**src/wake_detect_params.svh**
```systemverilog
/*
  Constants for the wake detection block: register offsets, field positions, reset values.
  Assumes it is included by bare name from the design files.
*/
`ifndef WAKE_DETECT_PARAMS_SVH
`define WAKE_DETECT_PARAMS_SVH

`define WD_ADDR_W 6
`define WD_REG_CTRL 6'h00
`define WD_REG_STATUS 6'h01
`define WD_REG_MASK 6'h02
`define WD_REG_ADDR_LO 6'h03
`define WD_REG_ADDR_HI 6'h04
`define WD_REG_FILT_CMD 6'h05
`define WD_REG_FILT_OFS 6'h06
`define WD_REG_FILT_MASK0 6'h08
`define WD_REG_FILT_CRC0 6'h0c

`define WD_CTRL_MAGIC_EN 0
`define WD_CTRL_PATTERN_EN 1
`define WD_CTRL_MAGIC_IRQ 2
`define WD_CTRL_MAGIC_PME 3
`define WD_CTRL_PATTERN_IRQ 4
`define WD_CTRL_PATTERN_PME 5
`define WD_CTRL_W 6

`define WD_ST_MAGIC 0
`define WD_ST_PATTERN 1
`define WD_ST_W 2

`define WD_CMD_ENABLE 0
`define WD_CMD_MCAST 3

`define WD_SYNC_BYTE 8'hff
`define WD_SYNC_LEN 6
`define WD_ADDR_COPIES 16
`define WD_HDR_LEN 12
`define WD_CRC_INIT 16'hffff
`define WD_CRC_POLY 16'h8005
`define WD_MASK_W 31

`endif

```
**src/wake_detect_pkg.sv**
```systemverilog
/*
  Types shared by the wake detection modules.
  Assumes wake_detect_params.svh is compiled alongside.
*/
package wake_detect_pkg;
  typedef enum logic [1:0] {POWER_FULL, POWER_LIGHT_SLEEP, POWER_OTHER} power_state_t;
  typedef logic [47:0] node_addr_t;
endpackage

```
**src/rx_byte_if.sv**
```systemverilog
/*
  Receive byte stream carrier between the wake detection top and its helpers.
  Assumes one clock; the byte is valid for one cycle while valid is high.
*/
`timescale 1ns/100ps
interface rx_byte_if;
  logic valid;
  logic [7:0] data;
  logic start;
  logic done;
  logic [10:0] index;
  modport source (output valid, output data, output start, output done, output index);
  modport sink (input valid, input data, input start, input done, input index);
endinterface

```
**src/magic_scan.sv**
```systemverilog
/*
  Magic frame scanner: six sync bytes then sixteen copies of the node address.
  Assumes the byte stream starts each frame with the destination address.
*/
`timescale 1ns/100ps
`include "wake_detect_params.svh"
module magic_scan
(
  input wire logic clock,
  input wire logic rst_n,
  input wire logic clockEn,
  rx_byte_if.sink rx,
  input wake_detect_pkg::node_addr_t nodeAddr,
  output logic found
);
  import wake_detect_pkg::*;

  logic [2:0] syncCnt_q;
  logic [2:0] byteCnt_q;
  logic [4:0] copyCnt_q;
  logic armed_q;
  logic [7:0] want;
  logic isSync;

  assign want = nodeAddr[47 - 8 * byteCnt_q -: 8];
  assign isSync = rx.data == `WD_SYNC_BYTE;

  always_ff @(posedge clock)
  begin
    if (!rst_n)
    begin
      syncCnt_q <= 3'h0;
      byteCnt_q <= 3'h0;
      copyCnt_q <= 5'h0;
      armed_q <= 1'b0;
      found <= 1'b0;
    end
    else if (clockEn)
    begin
      if (rx.start)
      begin
        syncCnt_q <= 3'h0;
        byteCnt_q <= 3'h0;
        copyCnt_q <= 5'h0;
        armed_q <= 1'b0;
        found <= 1'b0;
      end
      else if (rx.valid && rx.index >= 11'(`WD_HDR_LEN) && !found)
      begin
        if (armed_q && rx.data == want)
        begin
          if (byteCnt_q == 3'h5)
          begin
            byteCnt_q <= 3'h0;
            copyCnt_q <= copyCnt_q + 5'h1;
            if (copyCnt_q == 5'(`WD_ADDR_COPIES - 1))
              found <= 1'b1;
          end
          else
            byteCnt_q <= byteCnt_q + 3'h1;
        end
        else
        begin
          // A broken run restarts; extra FF bytes keep the sync satisfied.
          byteCnt_q <= 3'h0;
          copyCnt_q <= 5'h0;
          if (isSync)
          begin
            if (syncCnt_q != 3'(`WD_SYNC_LEN))
              syncCnt_q <= syncCnt_q + 3'h1;
            armed_q <= (syncCnt_q >= 3'(`WD_SYNC_LEN - 1));
          end
          else
          begin
            syncCnt_q <= 3'h0;
            armed_q <= 1'b0;
          end
        end
      end
    end
  end
endmodule

```
**src/pattern_crc.sv**
```systemverilog
/*
  One pattern filter: CRC-16 over masked bytes from an offset, compared at frame end.
  Assumes frames arrive as a byte stream with a running byte index.
*/
`timescale 1ns/100ps
`include "wake_detect_params.svh"
module pattern_crc
#(
  parameter int MASK_W = `WD_MASK_W
)
(
  input wire logic clock,
  input wire logic rst_n,
  input wire logic clockEn,
  rx_byte_if.sink rx,
  input wire logic [7:0] offset,
  input wire logic [MASK_W:0] byteMask,
  input wire logic [15:0] expectedCrc,
  output logic match
);
  import wake_detect_pkg::*;

  initial
  begin
    if (MASK_W < 1 || MASK_W > 31)
      $error("pattern_crc: MASK_W out of range");
  end

  function automatic logic [15:0] crcByte(input logic [15:0] c, input logic [7:0] b);
    logic [15:0] r;
    r = c;
    for (int i = 0; i < 8; i++)
    begin
      if (r[15] ^ b[i])
        r = (r << 1) ^ `WD_CRC_POLY;
      else
        r = r << 1;
    end
    return r;
  endfunction

  logic [15:0] crc_q;
  logic [11:0] rel;
  logic inWin;

  assign rel = {1'b0, rx.index} - {4'h0, offset};
  // Bytes before the offset wrap to large values and fall outside the window.
  assign inWin = (rel < 12'(MASK_W)) && byteMask[rel[4:0]];

  always_ff @(posedge clock)
  begin
    if (!rst_n)
      crc_q <= `WD_CRC_INIT;
    else if (clockEn)
    begin
      if (rx.start)
        crc_q <= `WD_CRC_INIT;
      else if (rx.valid && inWin)
        crc_q <= crcByte(crc_q, rx.data);
    end
  end

  assign match = (crc_q == expectedCrc);
endmodule

```
**src/wake_frame_magic_detect.sv**
```systemverilog
/*
  Wake detection top: four pattern filters and a magic frame scanner on the receive path,
  with control, status and interrupt registers on a plain register port.
  Assumes receive bytes are synchronous to clock and rxLast marks a frame's final byte.
*/
// Decided for this implementation: the strobed register port and the placing of the registers.
// Functional notes
// - Each filter has an eight-bit start offset.
// - Computed CRC equal to stored CRC means wake.
// - Magic enable suppresses normal frame delivery.
// - Magic frame found sets the status flag.
// - Report magic via interrupt or power event.
// - Clearing magic enable resumes normal reception.
// - Magic scan accepts own unicast or broadcast.
// - Multicast also accepted when copies found.
// - After addresses, search six FF bytes.
// - Sixteen address copies must follow sync.
// - Full power: magic only while enabled.
// - Light sleep forces both detectors on.
// - Thirty-one bit byte mask selects bytes.
// - Command bit zero enables, bit three multicast.
// - Four filters; address filter plus CRC.
// - Full power: patterns only while enabled.
`timescale 1ns/100ps
`include "wake_detect_params.svh"
module wake_frame_magic_detect
#(
  parameter int FILTERS = 4,
  parameter int MASK_W = `WD_MASK_W
)
(
  input wire logic clock,
  input wire logic rst_n,
  input wire logic clockEn,
  input wire logic [`WD_ADDR_W-1:0] regAddr,
  input wire logic [31:0] regWdata,
  input wire logic regWrite,
  input wire logic regRead,
  output logic [31:0] regRdata,
  input wire wake_detect_pkg::power_state_t powerState,
  input wire logic rxValid,
  input wire logic [7:0] rxData,
  input wire logic rxLast,
  output logic rxDeliverEn,
  output logic irq,
  output logic power_event_out
);
  import wake_detect_pkg::*;

  initial
  begin
    if (FILTERS != 4)
      $error("wake_frame_magic_detect: register map serves four filters");
    if (MASK_W != 31)
      $error("wake_frame_magic_detect: byte mask must be 31 bits");
  end

  logic [`WD_CTRL_W-1:0] ctrl_q;
  logic [`WD_ST_W-1:0] status_q;
  logic [`WD_ST_W-1:0] irqMask_q;
  node_addr_t nodeAddr_q;
  logic [31:0] filtCmd_q;
  logic [31:0] filtOfs_q;
  logic [31:0] filtMask_q [FILTERS];
  logic [15:0] filtCrc_q [FILTERS];
  logic pmeLatch_q;

  rx_byte_if rx ();
  logic inFrame_q;
  logic [10:0] index_q;
  logic [47:0] dest_q;
  logic [FILTERS-1:0] crcMatch;
  logic magicFound;
  logic magicActive;
  logic patternActive;
  logic magicEvent;
  logic patternEvent;
  logic isBroadcast;
  logic isMulticast;
  logic isOwn;
  logic [FILTERS-1:0] filtHit;
  logic [`WD_ST_W-1:0] stSet;
  logic [`WD_ST_W-1:0] stClear;

  function automatic logic hitReg(input logic [`WD_ADDR_W-1:0] a, input logic [`WD_ADDR_W-1:0] r);
    return regWrite && (a == r);
  endfunction

  // Byte stream with a running index from the first destination byte.
  assign rx.valid = rxValid;
  assign rx.data = rxData;
  assign rx.start = rxValid && !inFrame_q;
  assign rx.done = rxValid && rxLast;
  assign rx.index = inFrame_q ? index_q : 11'h0;

  always_ff @(posedge clock)
  begin
    if (!rst_n)
    begin
      inFrame_q <= 1'b0;
      index_q <= 11'h0;
    end
    else if (clockEn && rxValid)
    begin
      inFrame_q <= !rxLast;
      index_q <= rxLast ? 11'h0 : rx.index + 11'h1;
    end
  end

  always_ff @(posedge clock)
  begin
    if (!rst_n)
      dest_q <= 48'h0;
    else if (clockEn && rxValid && rx.index < 11'h6)
      dest_q <= {dest_q[39:0], rxData};
  end

  assign isBroadcast = &dest_q;
  assign isMulticast = dest_q[40] && !isBroadcast;
  assign isOwn = dest_q == nodeAddr_q;

  assign magicActive = ctrl_q[`WD_CTRL_MAGIC_EN] || powerState == POWER_LIGHT_SLEEP;
  assign patternActive = ctrl_q[`WD_CTRL_PATTERN_EN] || powerState == POWER_LIGHT_SLEEP;

  // Normal delivery stops only while magic mode is selected by software.
  assign rxDeliverEn = !ctrl_q[`WD_CTRL_MAGIC_EN];

  generate
    for (genvar f = 0; f < FILTERS; f++)
    begin : gFilt
      pattern_crc #(.MASK_W(MASK_W)) uCrc (
        .clock(clock),
        .rst_n(rst_n),
        .clockEn(clockEn),
        .rx(rx.sink),
        .offset(filtOfs_q[8*f +: 8]),
        .byteMask(filtMask_q[f]),
        .expectedCrc(filtCrc_q[f]),
        .match(crcMatch[f])
      );
      // Command bit 3 picks multicast-or-broadcast patterns, or own-unicast-only patterns.
      assign filtHit[f] = filtCmd_q[8*f + `WD_CMD_ENABLE] && crcMatch[f] &&
        (filtCmd_q[8*f + `WD_CMD_MCAST] ? (isMulticast || isBroadcast) : isOwn);
    end
  endgenerate

  magic_scan uMagic (
    .clock(clock),
    .rst_n(rst_n),
    .clockEn(clockEn),
    .rx(rx.sink),
    .nodeAddr(nodeAddr_q),
    .found(magicFound)
  );

  // The final byte is absorbed on the edge that sees rxLast, so results are taken one cycle later.
  logic doneDly_q;
  always_ff @(posedge clock)
  begin
    if (!rst_n)
      doneDly_q <= 1'b0;
    else if (clockEn)
      doneDly_q <= rx.done;
  end

  assign magicEvent = doneDly_q && magicActive && magicFound &&
    (isOwn || isBroadcast || isMulticast);
  assign patternEvent = doneDly_q && patternActive && (|filtHit);

  assign stSet = {patternEvent, magicEvent};
  assign stClear = hitReg(regAddr, `WD_REG_STATUS) ? regWdata[`WD_ST_W-1:0] : '0;

  always_ff @(posedge clock)
  begin
    if (!rst_n)
      status_q <= '0;
    else if (clockEn)
      status_q <= (status_q & ~stClear) | stSet;
  end

  always_ff @(posedge clock)
  begin
    if (!rst_n)
      ctrl_q <= '0;
    else if (clockEn && hitReg(regAddr, `WD_REG_CTRL))
      ctrl_q <= regWdata[`WD_CTRL_W-1:0];
  end

  always_ff @(posedge clock)
  begin
    if (!rst_n)
      irqMask_q <= '0;
    else if (clockEn && hitReg(regAddr, `WD_REG_MASK))
      irqMask_q <= regWdata[`WD_ST_W-1:0];
  end

  always_ff @(posedge clock)
  begin
    if (!rst_n)
      nodeAddr_q <= 48'h0;
    else if (clockEn && hitReg(regAddr, `WD_REG_ADDR_LO))
      nodeAddr_q[31:0] <= regWdata;
    else if (clockEn && hitReg(regAddr, `WD_REG_ADDR_HI))
      nodeAddr_q[47:32] <= regWdata[15:0];
  end

  always_ff @(posedge clock)
  begin
    if (!rst_n)
    begin
      filtCmd_q <= 32'h0;
      filtOfs_q <= 32'h0;
    end
    else if (clockEn && hitReg(regAddr, `WD_REG_FILT_CMD))
      filtCmd_q <= regWdata & 32'h09090909;
    else if (clockEn && hitReg(regAddr, `WD_REG_FILT_OFS))
      filtOfs_q <= regWdata;
  end

  always_ff @(posedge clock)
  begin
    if (!rst_n)
    begin
      for (int f = 0; f < FILTERS; f++)
      begin
        filtMask_q[f] <= 32'h0;
        filtCrc_q[f] <= 16'h0;
      end
    end
    else if (clockEn && regWrite)
    begin
      for (int f = 0; f < FILTERS; f++)
      begin
        if (regAddr == `WD_REG_FILT_MASK0 + 6'(f))
          filtMask_q[f] <= {1'b0, regWdata[30:0]};
        if (regAddr == `WD_REG_FILT_CRC0 + 6'(f))
          filtCrc_q[f] <= regWdata[15:0];
      end
    end
  end

  always_ff @(posedge clock)
  begin
    if (!rst_n)
      regRdata <= 32'h0;
    else if (clockEn)
    begin
      regRdata <= 32'h0;
      if (regRead)
      begin
        unique case (regAddr)
          `WD_REG_CTRL: regRdata <= 32'(ctrl_q);
          `WD_REG_STATUS: regRdata <= 32'(status_q);
          `WD_REG_MASK: regRdata <= 32'(irqMask_q);
          `WD_REG_ADDR_LO: regRdata <= nodeAddr_q[31:0];
          `WD_REG_ADDR_HI: regRdata <= {16'h0, nodeAddr_q[47:32]};
          `WD_REG_FILT_CMD: regRdata <= filtCmd_q;
          `WD_REG_FILT_OFS: regRdata <= filtOfs_q;
          `WD_REG_FILT_MASK0: regRdata <= filtMask_q[0];
          `WD_REG_FILT_MASK0 + 6'h1: regRdata <= filtMask_q[1];
          `WD_REG_FILT_MASK0 + 6'h2: regRdata <= filtMask_q[2];
          `WD_REG_FILT_MASK0 + 6'h3: regRdata <= filtMask_q[3];
          `WD_REG_FILT_CRC0: regRdata <= {16'h0, filtCrc_q[0]};
          `WD_REG_FILT_CRC0 + 6'h1: regRdata <= {16'h0, filtCrc_q[1]};
          `WD_REG_FILT_CRC0 + 6'h2: regRdata <= {16'h0, filtCrc_q[2]};
          `WD_REG_FILT_CRC0 + 6'h3: regRdata <= {16'h0, filtCrc_q[3]};
          default: regRdata <= 32'h0;
        endcase
      end
    end
  end

  // Interrupt follows the masked sticky bits, gated by the per-event report selects.
  assign irq = |(status_q & irqMask_q &
    {ctrl_q[`WD_CTRL_PATTERN_IRQ], ctrl_q[`WD_CTRL_MAGIC_IRQ]});

  always_ff @(posedge clock)
  begin
    if (!rst_n)
      pmeLatch_q <= 1'b0;
    else if (clockEn)
      pmeLatch_q <= |(status_q & {ctrl_q[`WD_CTRL_PATTERN_PME], ctrl_q[`WD_CTRL_MAGIC_PME]});
  end

  assign power_event_out = pmeLatch_q;
endmodule

```
**config.mk**
```make
export PLATFORM = sky130hd
export DESIGN_NAME = wake_frame_magic_detect
export DESIGN_NICKNAME = d
export VERILOG_FILES = /design/src/wake_detect_pkg.sv /design/src/rx_byte_if.sv /design/src/magic_scan.sv /design/src/pattern_crc.sv /design/src/wake_frame_magic_detect.sv
export VERILOG_INCLUDE_DIRS = /design/src
export SDC_FILE = /design/constraint.sdc
export NUM_CORES = 1
export LEC_CHECK = 0
export ABC_AREA = 1
export ABC_CLOCK_PERIOD_IN_PS = 4680
export BUFFER_PORTS_ARGS = -buffer_cell sky130_fd_sc_hd__buf_2
export CORE_ASPECT_RATIO = 0.9
export CORE_MARGIN = 2
export CORE_UTILIZATION = 45
export CTS_CLUSTER_DIAMETER = 100
export DETAILED_ROUTE_END_ITERATION = 6
export GPL_TIMING_DRIVEN = 0
export SLEW_MARGIN = 20
export SYNTH_ARGS = -nofsm -noshare
export SYNTH_HDL_FRONTEND = slang
export SYNTH_SLANG_ARGS = --single-unit
```
**constraint.sdc**
```tcl
create_clock -name clock -period 4.68 [get_ports clock]
set_input_delay 0.468 -clock clock [delete_from_list [all_inputs] [get_ports clock]]
set_output_delay 0.468 -clock clock [all_outputs]
set_load 0.01 [all_outputs]
```
# == Word-level counts from Yosys, hierarchy flattened ==
# Memories as Yosys holds them, arrays and structs flattened.
# Index checks and enable logic that the tools add are counted.
# totals
reg_bits,269
ram_bits,188
input_bits,55
output_inout_bits,35
n_memories,2
# mem_list
name,words,word_bits,read_ports,rd_clocked_by_memory_dff,write_ports,line,source
filtMask_q,4,31,4,0,4,wake_frame_magic_detect.sv:64,logic [31:0] filtMask_q [FILTERS];
filtCrc_q,4,16,4,0,4,wake_frame_magic_detect.sv:65,logic [15:0] filtCrc_q [FILTERS];
# classes
n_addsub,9
magnitude_cmp,11
eq_ne,28
shifts,1
n_mux,232
n_bitwise,80
reduce_logical,77
# ops
op,count
2-to-1 mux 16 bit,156
case mux 32 bit (15 select lines),1
2-to-1 mux 31 bit,4
inverter 3 bit,32
== test 16 bit,4
variable part select 55 x 33 -> 8 bit,1
2-to-1 mux 1 bit,50
== test 48 bit,1
== test 6 x 4 -> 1 bit (second input constant),8
less-than comparator 12 x 5 -> 1 bit (second input constant),4
AND reduction 48 bit,1
subtractor 11 x 8 -> 12 bit,4
logical AND 1 bit,43
2-to-1 mux 32 bit,1
bitwise XOR 1 bit,32
2-to-1 mux 3 bit,9
less-than comparator 5 x 6 -> 1 bit (second input constant),4
2-to-1 mux 11 bit,2
binary-select mux 1 bit (select 5 bit),4
2-to-1 mux 5 bit,4
== test 6 x 3 -> 1 bit (second input constant),3
nonzero test 2 bit,8
AND reduction 2 bit,7
== test 6 x 2 -> 1 bit (second input constant),2
29 further kinds,53

# == Longest topological paths before layout ==
# depth
word_depth,50
mapped_depth,22
depth_no_buf,20

# == Cells and area by module ==
# Synthesis repeated with hierarchy kept, for this count alone.
# hier_totals
cells_unflattened,3301
hier_area_um2,25535.7
# modules_own_cells
mod,n_inst,cells_per_inst,area_per_inst_um2,seq_area_each_um2
wake_frame_magic_detect,1,1789,16238.1,9489.1
pattern_crc,4,310,1954.4,320.3
magic_scan,1,272,1480.2,260.2

# == Worst setup path after synthesis ==
# OpenSTA, ideal clock, no wires.
# synth_path
path_type,input-to-reg
from,in regAddr[5]
to,"mem filtMask_q[1][0] (netlist bit), enable pin"
setup_ns,0.462
arrival_time_ns,3.587
required_time_ns,4.218
path_slack_ns,0.631
cell_stages,7
path_buffers,0
path_cell_list,nor2_1 -> inv_1 -> nor2_1 -> inv_1 -> nor2_1 -> inv_1 -> o21ai_0
# synth_lines
item,line,source
from (decl),wake_frame_magic_detect.sv:35,"input wire logic [`WD_ADDR_W-1:0] regAddr,"
to (decl),wake_frame_magic_detect.sv:64,

# == Worst setup path after layout ==
# layout_path
from,reg inFrame_q
to,reg gFilt[3].uCrc.crc_q[11]
# layout_via
elab_chain_len,8
word_cells_on_any_way,12
# layout_lines
item,line,source
from (decl),wake_frame_magic_detect.sv:69,logic inFrame_q;
from (signal assigned),wake_frame_magic_detect.sv:105,inFrame_q <= !rxLast;
2-to-1 mux 11 bit,wake_frame_magic_detect.sv:94,assign rx.index = inFrame_q ? index_q : 11'h0;
subtractor 11 x 8 -> 12 bit,pattern_crc.sv:46,"assign rel = {1'b0, rx.index} - {4'h0, offset};"
binary-select mux 1 bit (select 5 bit),pattern_crc.sv:48,assign inWin = (rel < 12'(MASK_W)) && byteMask[rel[4:0]];
2-to-1 mux 1 bit (implied by the code),pattern_crc.sv:48,
logical AND 1 bit,pattern_crc.sv:48,
logical AND 1 bit,pattern_crc.sv:58,else if (rx.valid && inWin)
nonzero test 2 bit (no source line),n/a,
AND reduction 2 bit (no source line),n/a,
to (signal assigned),pattern_crc.sv:53,crc_q <= `WD_CRC_INIT;
to (signal assigned),pattern_crc.sv:57,crc_q <= `WD_CRC_INIT;
to (signal assigned),pattern_crc.sv:59,"crc_q <= crcByte(crc_q, rx.data);"
to (decl),pattern_crc.sv:42,logic [15:0] crc_q;
# Several ways; a longest one is shown, not always the timed one. The select of a mux whose other input is x is not followed.
# A chain may end at the register's enable or synchronous reset.

==> results.md <==
* CTS tree: built
* H-Tree Level Count at 2
* Root Driver: clkbuf_16
* Layout area overhead at 13.4%
* Fin crit share at 95.8%
* Setup TNS at 0 ps
* Port Buffers at 82
* Final Net Count at 3405
* Global-route wire length before repair at 151000 um
* Unrepaired setup endpoints after global routing: false
* Initial antenna violation count at 3
* Hpwl dp at 82600 um
* R2R Setup Slk at 200 ps
* Actual slew at the worst max-slew pin at 1240 ps
* CP Max Fanout at 10
* Die Y at 225 um
* CP endpoint: gFilt[3].uCrc.crc_q[11]$_SDFFE_PN1P_
* Clk_lat worst skew at 600 ps
* Outcome: completed
* Leak Pwr at 11.4 nW
* Detailed-route DRC error count at 0
* Post-synth net total at 3260
* R2R cell count at 22
* Slew Limit Fails at 0
* Mapped Cells at 3163
* Initial Util at 45.7%
* Dpl cells at 3948
* Final Critical Period at 4480 ps
* CTS Buf Count at 51
* Clock Path Buffers at 3
* Routed vias/inst at 6.07
* Vias at 24555
* Slew headroom at 17.3%
* Worst EP required at 5100 ps
* Critical Path End Type: flip-flop
* Vias in the first global route at 22255
* Final Hold Viols at 0
* Maximum VDD drop at 0.306 mV
* GRT Util Overall at 37.1%
* Pwr/cell area at 351 nW/um2
* Sequential area share after synthesis at 45.2%
* Min Hold Slack at 169 ps
* Final setup viols at 0
* Non-Filler Instances at 4048
* Clk sinks at 457
* Setup CP Type: reg2reg
* # rows at 80
* CP startpoint: inFrame_q$_SDFFE_PN0P_
* Ratio of cells with drive above 1 in the final layout at 8.36%
* Fill cells at 5136
* Largest net degree at the start of global routing at 25
* Drt pass-1 iters at 7
* Core area at 53400 um2
* Util after Layout at 51.9%
* Synth Area per Inst at 7.72 um2
* Routability Congestion at 1.01
* Full die area at 56100 um2
* Library cells used by synthesis at 58
* Avg WL per Cell at 26.2 um
* R2R Path End: gFilt[3].uCrc.crc_q[11]$_SDFFE_PN1P_
* F_max at 223 MHz
* Final ANT Viol Nets at 0
* Max Cap Violations at 0
* Worst Hold Class: in2reg
* DR iter-0 viols at 3552
* FF-to-FF Start: inFrame_q$_SDFFE_PN0P_
* Clock transition at path regs at 60 ps
* Routed WL at 106000 um
* Cell Area, Synth at 24400 um2
* Die Wd at 249 um
* Yosys warns at 0
* Setup crit start kind: flip-flop
* FF+latch count, synth at 457
* Ports at 90
* Worst Clk Skew at 17.5 ps
* Crit path DAT at 4910 ps
* Congestion Overflow GR at 0
==> cells in the mapped netlist (all sizes together) <==
library cell	n	area, um2
nor3	19	100
a211oi	4	35.0
nor2	388	1480
fa	4	80.1
a22o	9	78.8
clkbuf	110	414
a22oi	17	128
and2	1	6.26
o211ai	25	188
a221o	1	10.0
a21boi	4	30.0
o21ai	318	1600
edfxtp	188	5650
a31oi	2	12.5
nand2	578	2220
or2	7	43.8
clkinv	10	40.0
o311ai	1	8.76
xnor2	84	736
o21bai	1	7.51
nor4	3	18.8
o22ai	49	307
ha	38	475
nand3	212	1070
xor2	51	462
buf	56	340
a21oi	287	1440
a32o	2	20.0
o31ai	8	60.1
o2111ai	16	140
dfxtp	269	5390
o221ai	4	35.0
nand3b	9	67.6
nand4	28	175
or3b	1	8.76
inv	318	1200
a32oi	1	8.76
nor3b	2	15.0
a221oi	38	333
==> logic make-up (layout without fill, tap and decap cells) <==
logic type,count (synthesis),after routing,synth area share [%]
AOI/OAI and AO/OA,787,787,18.2
xor gates and xnor gates,135,135,4.91
adders and majority gates,42,42,2.28
buffers and inverters,494,681,8.16
DFF,457,457,45.2
other,0,1,0
and+or+nand+nor,1248,1248,21.3
==> worst min path at each step <==
| stage | startpoint | to | slack (ps) | cells after the start |
|---|---|---|---|---|
| floorplan | gFilt[1].uCrc.crc_q[0]$_SDFFE_PN1P_ | gFilt[1].uCrc.crc_q[0]$_SDFFE_PN1P_ | 430 | 2 |
| global placement | gFilt[1].uCrc.crc_q[0]$_SDFFE_PN1P_ | gFilt[1].uCrc.crc_q[0]$_SDFFE_PN1P_ | 440 | 2 |
| detailed placement | regRdata[29]$_SDFFE_PN0P_ | regRdata[29]$_SDFFE_PN0P_ | 460 | 2 |
| CTS | regWdata[31] | nodeAddr_q[31]$_SDFFE_PN0P_ | 150 | 3 |
| global route | regWdata[13] | filtOfs_q[13]$_SDFFE_PN0P_ | 180 | 3 |
| finish | regWdata[13] | filtOfs_q[13]$_SDFFE_PN0P_ | 170 | 3 |
==> through the flow <==
step           power, W  worst slack, ps  cell area (um2)
2_1_floorplan   0.00519              631            24400
3_3_place_gp    0.00559            -1580            25700
3_5_place_dp    0.00562             41.9            25900
4_1_cts         0.00970             3.47            27600
5_1_grt          0.0100             59.1            27700
6_report        0.00972              196            27700
==> cell usage in the layout (no fill, tap or decap), types with 28 or more instances in the layout <==
cell type	n
xor2_1	49
dfxtp_1	269
edfxtp_1	188
nand3_1	211
nor2_1	380
a221oi_1	38
inv_1	308
o21ai_0	296
nand2_1	565
clkbuf_16	54
a21oi_1	287
nand4_1	28
clkbuf_1	115
buf_2	116
o22ai_1	49
ha_1	38
xnor2_1	83
==> flip-flops by register name, summed over array words and instances (netlist names), 2 cells and up <==
register,count
uMagic.copyCnt_q,5
status_q,2
index_q,11
dest_q,48
ctrl_q,6
gFilt.uCrc.crc_q,64
irqMask_q,2
filtMask_q,124
uMagic.byteCnt_q,3
filtCmd_q,8
filtOfs_q,32
filtCrc_q,64
uMagic.syncCnt_q,3
nodeAddr_q,48
regRdata,32
==> layout make-up <==
type / count / area, um2 / share of cell area, %
inverters: 328 / 1240 / 4.48
well taps: 697 / 872 / 3.15
clock inverters: 29 / 254 / 0.918
repair buffers: 92 / 601 / 2.17
diodes: 1 / 2.50 / 0.00904
clock buffers: 66 / 1450 / 5.23
multi-input cells: 2212 / 11500 / 41.4
plain buffers: 166 / 758 / 2.74
flip-flops and latches: 457 / 11000 / 39.9
==> critical path: stages, from the launching register on <==
cell,delay [ps]
dfxtp_1,320
buf_6,150
buf_4,250
nand2_2,220
ha_1,290
fa_1,600
clkbuf_4,260
clkinvlp_4,220
a21oi_1,150
o21ai_0,110
nand2_1,180
nand2_1,70
nand3_1,110
nand3b_1,80
nand2_1,190
nor2_1,70
nand3_1,100
nand2_1,260
nand2_4,230
inv_2,80
buf_4,180
o21ai_1,80
o211ai_1,100
==> metal layers <==
layer  part of all wire, %  track usage (%)  up-vias  wire [um]
met5                     0                0        -          0
met4                   4.9             16.8        0       5250
met3                    12             7.09      246      12200
met2                    41             53.1     1510      43500
met1                    43             54.0    11808      45100
li1                      -                -    10991          -
==> power breakdown <==
group / switching, W / leakage (nW) / internal, W / total [W]
clock: 0.00173 / 0.819 / 0.00240 / 0.00413
combinational: 0.000777 / 6.60 / 0.000336 / 0.00111
sequential: 0.000168 / 3.98 / 0.00431 / 0.00448
total: 0.00268 / 11.4 / 0.00704 / 0.00972
==> timing repair <==
| item | CTS | global route |
|---|---|---|
| endpoints found under the hold margin | 0 | 0 |
| hold buffers | 0 | 0 |
| endpoints found under the setup margin | 0 | 49 |
| resized for setup | 0 | 6 |
| buffers inserted | 0 | 2 |
Power figures use the tool's default switching activity.
